File: config.mk
export PLATFORM = sky130hd
export DESIGN_NAME = serial_glue_device_flat
export DESIGN_NICKNAME = d
export VERILOG_FILES = /design/src/design/serial_glue_pkg.sv /design/src/design/io_bus_if.sv /design/src/design/serial_glue_device.sv /design/src/flat_wrapper.sv
export SDC_FILE = /design/constraint.sdc
export NUM_CORES = 1
export LEC_CHECK = 0
export BUFFER_PORTS_ARGS = -buffer_cell sky130_fd_sc_hd__buf_2
export CORE_ASPECT_RATIO = 2
export CORE_UTILIZATION = 54
export CTS_CLUSTER_DIAMETER = 30
export DETAILED_ROUTE_END_ITERATION = 12
export PLACE_DENSITY_LB_ADDON = 0.15
export SETUP_SLACK_MARGIN = 0.5
export SYNTH_ARGS = -nofsm -noshare
export SYNTH_HDL_FRONTEND = slang
export SYNTH_SLANG_ARGS = --single-unit
File: constraint.sdc
create_clock -name core_clk -period 2.59 [get_ports core_clk]
set_input_delay 0.518 -clock core_clk [delete_from_list [all_inputs] [get_ports core_clk]]
set_output_delay 0.518 -clock core_clk [all_outputs]
set_load 0.01 [all_outputs]
File: src/design/serial_glue_pkg.sv
package serial_glue_pkg;

  // i/o byte addresses of the four serial controller ports
  localparam logic [15:0] ADDR_A_DATA = 16'h00D8;
  localparam logic [15:0] ADDR_B_DATA = 16'h00DA;
  localparam logic [15:0] ADDR_A_CTL = 16'h00DC;
  localparam logic [15:0] ADDR_B_CTL = 16'h00DE;
  // parallel port chip, port c, held by the glue itself
  localparam logic [15:0] ADDR_PORT_C = 16'h00CC;

  // port c layout and reset value; bit 6 is the loopback select
  localparam int LOOPBACK_BIT = 6;
  localparam logic [7:0] PORTC_RESET = 8'h40;
  localparam logic [7:0] PORTC_ONLINE = 8'h00;

  // value returned for refused or unmapped reads
  localparam logic [7:0] READ_FILL = 8'hFF;

  // connector levels held while channel a is looped back: rts off, clock low, txd mark
  localparam logic [2:0] LOOP_PIN_IDLE = 3'h1;

  // controller command and pointer values for the start-up sequence
  localparam logic [7:0] CHAN_RESET_CMD = 8'h18;
  localparam logic [7:0] PTR_WR1 = 8'h01;
  localparam logic [7:0] PTR_WR2 = 8'h02;
  localparam logic [7:0] PTR_WR3 = 8'h03;
  localparam logic [7:0] PTR_WR4 = 8'h04;
  localparam logic [7:0] PTR_WR5 = 8'h05;
  localparam logic [7:0] CHAN_B_MODE_VALUE = 8'h4C;
  localparam logic [7:0] CHAN_B_INTERRUPT_VALUE = 8'h1C;
  localparam logic [7:0] CHAN_A_BUS_IF_VALUE = 8'h34;
  localparam logic [7:0] CHAN_B_VECTOR_VALUE = 8'h30;
  localparam logic [7:0] CHAN_B_RECEIVE_VALUE = 8'hC1;
  localparam logic [7:0] CHAN_B_TRANSMIT_VALUE = 8'hFA;
  localparam logic [3:0] INIT_LAST = 4'hE;

  // which serial controller port an access goes to
  typedef enum logic [1:0] {
    PORT_A_DATA = 2'b00,
    PORT_B_DATA = 2'b01,
    PORT_A_CTL = 2'b10,
    PORT_B_CTL = 2'b11
  } port_sel_e;

  // host end sequencing
  typedef enum logic [1:0] {
    HOST_INIT = 2'b00,
    HOST_IDLE = 2'b01,
    HOST_WAIT = 2'b10
  } host_state_e;

endpackage

File: src/design/io_bus_if.sv
`timescale 1ns/1ps
`default_nettype none
// byte-wide i/o bus between host processor end and board glue end
interface io_bus_if;
  logic [15:0] ioAddr; // port address
  logic ioWrite; // one-cycle write strobe
  logic ioRead; // one-cycle read strobe
  logic ioWord; // access asks for a word
  logic [7:0] ioWrData; // write data
  logic [7:0] ioRdData; // read data, valid with ioRdValid
  logic ioRdValid; // one-cycle read answer

  modport host (
    output ioAddr, ioWrite, ioRead, ioWord, ioWrData,
    input ioRdData, ioRdValid
  );
  modport device (
    input ioAddr, ioWrite, ioRead, ioWord, ioWrData,
    output ioRdData, ioRdValid
  );
endinterface
`default_nettype wire

File: src/design/serial_glue_device.sv
`timescale 1ns/1ps
`default_nettype none
module serial_glue_device (
  input wire logic core_clk,
  input wire logic rst_n,
  input wire logic clkEn,
  io_bus_if.device bus,
  output logic [1:0] portSel,
  output logic ctlWrite,
  output logic ctlRead,
  output logic [7:0] ctlWrData,
  input wire logic [7:0] ctlRdData,
  input wire logic ctrlRts,
  input wire logic ctrlTxc,
  input wire logic ctrlTxd,
  output logic ctrlCts,
  output logic ctrlRxc,
  output logic ctrlRxd,
  output logic ctrlSyncIn,
  output logic ctrlDmaAck_n,
  input wire logic pinCts,
  input wire logic pinRxc,
  input wire logic pinRxd,
  output logic pinRts,
  output logic pinTxc,
  output logic pinTxd,
  output logic serialLoopbackSelect
);

  // whole state of the glue in one word
  typedef struct packed {
    logic [2:0] syncMeta; // first synchroniser stage, connector receivers
    logic [2:0] syncLine; // second stage, safe to use
    logic [7:0] portC; // port c image, bit 6 selects loopback
    serial_glue_pkg::port_sel_e portSel; // target port of the current access
    logic ctlWrite; // write strobe to the controller
    logic ctlRead; // read strobe to the controller
    logic [7:0] ctlWrData; // write data to the controller
    logic readPend; // a read answer is due at the next edge
    logic readSerial; // answer comes from the controller
    logic [7:0] localData; // answer when not from the controller
    logic [7:0] rdData; // read answer to the host
    logic rdValid; // read answer strobe
    logic [2:0] toCtrl; // cts, rxc, rxd into channel a
    logic [2:0] toPins; // rts, txc, txd toward the connector
  } dev_state_s;

  dev_state_s stateReg;
  dev_state_s stateNext;

  // next state: sync, loopback mux, address decode, read answer
  always_comb begin
    logic isAccess;
    logic isSerial;
    logic isPortC;
    serial_glue_pkg::port_sel_e sel;
    isAccess = 1'b0;
    isSerial = 1'b0;
    isPortC = 1'b0;
    sel = serial_glue_pkg::PORT_A_DATA;
    stateNext = stateReg;
    // strobes last one cycle unless renewed
    stateNext.ctlWrite = 1'b0;
    stateNext.ctlRead = 1'b0;
    stateNext.readPend = 1'b0;
    stateNext.rdValid = 1'b0;

    // connector receivers come from off-board: two flops before any use
    stateNext.syncMeta = {pinCts, pinRxc, pinRxd};
    stateNext.syncLine = stateReg.syncMeta;

    // loopback multiplexer; controller outputs share our clock, so no sync on them
    if (stateReg.portC[serial_glue_pkg::LOOPBACK_BIT]) begin
      // looped: channel a hears itself
      stateNext.toCtrl = {ctrlRts, ctrlTxc, ctrlTxd};
      // connector held quiet so the far end sees no stray traffic
      stateNext.toPins = serial_glue_pkg::LOOP_PIN_IDLE;
    end else begin
      // on-line: external receivers in, transmit signals out
      stateNext.toCtrl = stateReg.syncLine;
      stateNext.toPins = {ctrlRts, ctrlTxc, ctrlTxd};
    end

    // address decode of a byte access
    isAccess = bus.ioWrite || bus.ioRead;
    if (bus.ioWord) begin
      // word access to any port is refused: no strobe, read gets fill
      isSerial = 1'b0;
      isPortC = 1'b0;
    end else if (bus.ioAddr == serial_glue_pkg::ADDR_A_DATA) begin
      isSerial = 1'b1;
      sel = serial_glue_pkg::PORT_A_DATA;
    end else if (bus.ioAddr == serial_glue_pkg::ADDR_B_DATA) begin
      isSerial = 1'b1;
      sel = serial_glue_pkg::PORT_B_DATA;
    end else if (bus.ioAddr == serial_glue_pkg::ADDR_A_CTL) begin
      isSerial = 1'b1;
      sel = serial_glue_pkg::PORT_A_CTL;
    end else if (bus.ioAddr == serial_glue_pkg::ADDR_B_CTL) begin
      isSerial = 1'b1;
      sel = serial_glue_pkg::PORT_B_CTL;
    end else if (bus.ioAddr == serial_glue_pkg::ADDR_PORT_C) begin
      isPortC = 1'b1;
    end else begin
      // unmapped: writes dropped, reads answered with fill
      isSerial = 1'b0;
    end

    // write wins if a broken host strobes both at once
    if (isAccess && bus.ioWrite) begin
      if (isSerial) begin
        // pass the byte to the chosen controller register
        stateNext.portSel = sel;
        stateNext.ctlWrite = 1'b1;
        stateNext.ctlWrData = bus.ioWrData;
      end else if (isPortC) begin
        // software steers loopback through bit 6
        stateNext.portC = bus.ioWrData;
      end
    end else if (isAccess) begin
      // every read gets exactly one answer two edges later
      stateNext.readPend = 1'b1;
      stateNext.readSerial = isSerial;
      stateNext.localData = isPortC ? stateReg.portC : serial_glue_pkg::READ_FILL;
      if (isSerial) begin
        stateNext.portSel = sel;
        stateNext.ctlRead = 1'b1;
      end
    end

    // controller answers during its read strobe; capture it then
    if (stateReg.readPend) begin
      stateNext.rdValid = 1'b1;
      stateNext.rdData = stateReg.readSerial ? ctlRdData : stateReg.localData;
    end
  end

  // register the state; clock enable freezes all of it
  always_ff @(posedge core_clk or negedge rst_n) begin
    if (!rst_n) begin
      stateReg.syncMeta <= 3'h0;
      stateReg.syncLine <= 3'h0;
      // channel a starts looped back until software says otherwise
      stateReg.portC <= serial_glue_pkg::PORTC_RESET;
      stateReg.portSel <= serial_glue_pkg::PORT_A_DATA;
      stateReg.ctlWrite <= 1'b0;
      stateReg.ctlRead <= 1'b0;
      stateReg.ctlWrData <= 8'h00;
      stateReg.readPend <= 1'b0;
      stateReg.readSerial <= 1'b0;
      stateReg.localData <= 8'h00;
      stateReg.rdData <= 8'h00;
      stateReg.rdValid <= 1'b0;
      stateReg.toCtrl <= 3'h0;
      stateReg.toPins <= serial_glue_pkg::LOOP_PIN_IDLE;
    end else if (clkEn) begin
      stateReg <= stateNext;
    end
  end

  // controller access port
  assign portSel = stateReg.portSel;
  assign ctlWrite = stateReg.ctlWrite;
  assign ctlRead = stateReg.ctlRead;
  assign ctlWrData = stateReg.ctlWrData;

  // host read answer
  assign bus.ioRdData = stateReg.rdData;
  assign bus.ioRdValid = stateReg.rdValid;

  // channel a inputs and connector outputs, all registered
  assign ctrlCts = stateReg.toCtrl[2];
  assign ctrlRxc = stateReg.toCtrl[1];
  assign ctrlRxd = stateReg.toCtrl[0];
  assign pinRts = stateReg.toPins[2];
  assign pinTxc = stateReg.toPins[1];
  assign pinTxd = stateReg.toPins[0];

  // loopback select seen by board logic
  assign serialLoopbackSelect = stateReg.portC[serial_glue_pkg::LOOPBACK_BIT];

  // sync-detect and dma acknowledge are not wired, held inactive
  assign ctrlSyncIn = 1'b0;
  assign ctrlDmaAck_n = 1'b1;

endmodule
`default_nettype wire

File: src/flat_wrapper.sv
// flat-port wrapper written by rule: the top's interface ports become plain ports
module serial_glue_device_flat 
  (core_clk, rst_n, clkEn, portSel, ctlWrite, ctlRead, ctlWrData, ctlRdData, ctrlRts, ctrlTxc, ctrlTxd, ctrlCts, ctrlRxc, ctrlRxd, ctrlSyncIn, ctrlDmaAck_n, pinCts, pinRxc, pinRxd, pinRts, pinTxc, pinTxd, serialLoopbackSelect, bus_ioAddr, bus_ioWrite, bus_ioRead, bus_ioWord, bus_ioWrData, bus_ioRdData, bus_ioRdValid);
  io_bus_if bus_i ();
  input wire logic core_clk;
  input wire logic rst_n;
  input wire logic clkEn;
  output logic [1:0] portSel;
  output logic ctlWrite;
  output logic ctlRead;
  output logic [7:0] ctlWrData;
  input wire logic [7:0] ctlRdData;
  input wire logic ctrlRts;
  input wire logic ctrlTxc;
  input wire logic ctrlTxd;
  output logic ctrlCts;
  output logic ctrlRxc;
  output logic ctrlRxd;
  output logic ctrlSyncIn;
  output logic ctrlDmaAck_n;
  input wire logic pinCts;
  input wire logic pinRxc;
  input wire logic pinRxd;
  output logic pinRts;
  output logic pinTxc;
  output logic pinTxd;
  output logic serialLoopbackSelect;
  input wire logic [$bits(bus_i.ioAddr)-1:0] bus_ioAddr;
  input wire logic [$bits(bus_i.ioWrite)-1:0] bus_ioWrite;
  input wire logic [$bits(bus_i.ioRead)-1:0] bus_ioRead;
  input wire logic [$bits(bus_i.ioWord)-1:0] bus_ioWord;
  input wire logic [$bits(bus_i.ioWrData)-1:0] bus_ioWrData;
  output wire logic [$bits(bus_i.ioRdData)-1:0] bus_ioRdData;
  output wire logic [$bits(bus_i.ioRdValid)-1:0] bus_ioRdValid;
  assign bus_i.ioAddr = bus_ioAddr;
  assign bus_i.ioWrite = bus_ioWrite;
  assign bus_i.ioRead = bus_ioRead;
  assign bus_i.ioWord = bus_ioWord;
  assign bus_i.ioWrData = bus_ioWrData;
  assign bus_ioRdData = bus_i.ioRdData;
  assign bus_ioRdValid = bus_i.ioRdValid;
  serial_glue_device u_core (.core_clk(core_clk), .rst_n(rst_n), .clkEn(clkEn), .bus(bus_i), .portSel(portSel), .ctlWrite(ctlWrite), .ctlRead(ctlRead), .ctlWrData(ctlWrData), .ctlRdData(ctlRdData), .ctrlRts(ctrlRts), .ctrlTxc(ctrlTxc), .ctrlTxd(ctrlTxd), .ctrlCts(ctrlCts), .ctrlRxc(ctrlRxc), .ctrlRxd(ctrlRxd), .ctrlSyncIn(ctrlSyncIn), .ctrlDmaAck_n(ctrlDmaAck_n), .pinCts(pinCts), .pinRxc(pinRxc), .pinRxd(pinRxd), .pinRts(pinRts), .pinTxc(pinTxc), .pinTxd(pinTxd), .serialLoopbackSelect(serialLoopbackSelect));
endmodule
==> impl_metrics.yaml <==
die:
  die_w_um: 47.5
  num_rows: 32
  ios: 74
  core_area_um2: 3880
  start_util_pct: 57.4
  die_area_um2: 4410
  die_h_um: 92.9
global_routing:
  grt_pass1_wl_um: 6990
  grt_use_met1_pct: 22.8
  antenna_found_initial: 0
  grt.met3_usage_pct: 4.87
  grt_max_degree: 30
  grt.total_usage_pct: 22.3
  grt_overflow: 0
  met2_usage_pct: 40.1
  busiest_layer: "met2"
  grt_pass1_vias: 1612
place:
  dp_hpwl_um: 3350
  post-place-ws_ps: 367
  gp_congestion: 0.731
  portBuffers: 71
logic_synthesis:
  synthCells: 179
  synth_fp_nets: 223
  synth_cell_type_count: 27
  syn_area_um2: 2230
  yosysWarnings: 0
  syn_avg_cell_area_um2: 12.5
  yosys_register_bits: 51
  ys_seq_area_share_pct: 57.3
setup_path:
  worstPathRequired_ps: 2790
  start_kind: "input pin"
  cp-end-kind: "flip-flop"
  cp_max_fo: 8
  crit_arrival_ps: 2080
  crit_type: "in -> reg"
clock_network:
  numClockSinks: 51
  cts_max_level: 2
  clk_latency_ps: 300
  tritoncts: "yes"
  clkSlewWorstSetupHoldPaths_ps: 90
  post_cts_resized: 0
  cts_root_buf: "clkbuf_8"
  cts_buffer_depth: 2
  ctsHoldBuffers: 0
  cts_setup_buffers: 0
  cts_buffers: 5
layout:
  nets: 275
  antennaDiodeCount: 0
  area_growth_pct: 16.3
  drive_gt1_share_pct: 47.0
  layout_common_cells: "71 x buf_2, 49 x dfrtp_1, 24 x mux2_2, 13 x nor2_1, 12 x a21oi_1"
  fillers: 318
  final_common_cell: "buf_2"
routing:
  vias: 1501
  postRouteAntennaNets: 0
  drtPass1Iterations: 4
  drc: 0
  drt_iter0_markers: 9
  viasPerCell: 5.30
  wl_per_cell_um: 14.9
  routed_wirelength_um: 4200
sta:
  relSlewSlack_pct: 56.9
  drv_slew: 0
  finalClockSkew_ps: 4.87
  tightest_slew_ps: 646
  setup_viol_count_final: 0
  max_freq_ghz: 0.531
  timing.final.crit_period_ps: 1880
  final.setup.tns_ps: 0
  rsz0062_at_grt: "false"
  hold_violations: 0
  timing.final.crit_share_pct: 72.7
  setup_ws_ps: 707
power:
  power_density_nw_per_um2: 588
  irDropWorstVdd_mv: 0.482
  finalPower_uw: 1530
  leakage_uw: 0.00125
run_status:
  status: "finished clean"
job:
  maxCapViolCount: 0
hold_path:
  hp-class: "in -> async"
-- logic make-up (layout without fill, tap and decap cells) --
kind of cell	Yosys count	in the layout	synth area share, %
AOI/OAI and AO/OA	28	28	8.13
DFF	51	51	57.3
buffers and inverters	33	86	9.09
and+or+nand+nor	30	30	8.08
muxes	35	35	17.1
other	2	2	0.337
-- area by class of cell --
type	instances	area, um2	area share [%]
clock buffers	5	68.8	2.65
clock inverters	3	43.8	1.69
inverters	5	18.8	0.724
multi-input cells	95	749	28.9
flip-flops and latches	51	1280	49.3
well taps	51	63.8	2.46
repair buffers	73	370	14.3
-- state kept, by name (all words and copies together), names as in the netlist, 2 cells and up --
register,flops
u_core.stateReg,20
u_core.bus.ioRdData,8
u_core.ctlWrData,8
u_core.portSel,2
u_core.stateNext,3
-- metal layers --
metal  wire length, um  vias to the layer above
li1                  -                      707
met1              1540                      741
met2              2430                       45
met3               142                        8
met4                90                        0
met5                 0                        -
-- per-stage QoR --
step / utilization [%] / area, um2 / cells / hold WS (ps)
after floorplan: - / 2230 / 179 / 222
after CTS: 66.8 / 2590 / 283 / 239
final: 66.8 / 2590 / 283 / 234
after detailed placement: 63.9 / 2480 / 275 / 470
after global placement: 63.9 / 2480 / 275 / 452
after global routing: 66.8 / 2590 / 283 / 277
-- cell usage after synthesis, drive strengths merged --
| cell | instances | area share, % |
|---|---|---|
| dfrtp | 49 | 55 |
| mux2 | 24 | 12 |
| buf | 22 | 7.2 |
| nor2 | 13 | 2.2 |
| a21oi | 12 | 2.7 |
| mux2i | 11 | 4.9 |
| o22a | 8 | 3.1 |
| clkbuf | 6 | 1.0 |
| inv | 5 | 0.84 |
| o21ai | 4 | 0.90 |
| a21o | 3 | 1.0 |
| and4 | 2 | 0.79 |
| conb | 2 | 0.34 |
| dfstp | 2 | 2.4 |
| nand2 | 2 | 0.34 |
| nand3 | 2 | 0.45 |
| nand3b | 2 | 0.67 |
| nor3b | 2 | 0.67 |
| nor4 | 2 | 0.84 |
| and2 | 1 | 0.28 |
| nand4b | 1 | 0.39 |
| nor2b | 1 | 0.28 |
| nor3 | 1 | 0.73 |
| nor4bb | 1 | 0.45 |
| o2111ai | 1 | 0.39 |
-- critical path, cell delays in order --
cell      delay [ps]
buf_2            100
nor4bb_1         340
and4_1           310
and4_1           430
mux2_2           380
-- power by group --
group	switching [uW]	leakage, uW	internal, uW	total, uW
combinational	73.4	0.000598	62.3	136
clock	258	0.0000581	288	546
sequential	16.5	0.000595	828	844
-- final timing paths --
check | startpoint | end | slack, ps | cells after the start
max reg2reg | u_core.stateReg[23] | u_core.bus.ioRdData[3] | 1460 | 2
max in group asynchronous | rst_n | u_core.bus.ioRdData[7] | 1610 | 2
min in group core_clk | pinCts | u_core.stateNext[47] | 440 | 2
max | bus_ioAddr[9] | u_core.stateReg[41] | 710 | 5
min | rst_n | u_core.portSel[1] | 230 | 1
min reg2reg | u_core.ctlWrite | u_core.ctlWrite | 490 | 1
Note: power is estimated with default switching activity, not from simulation.
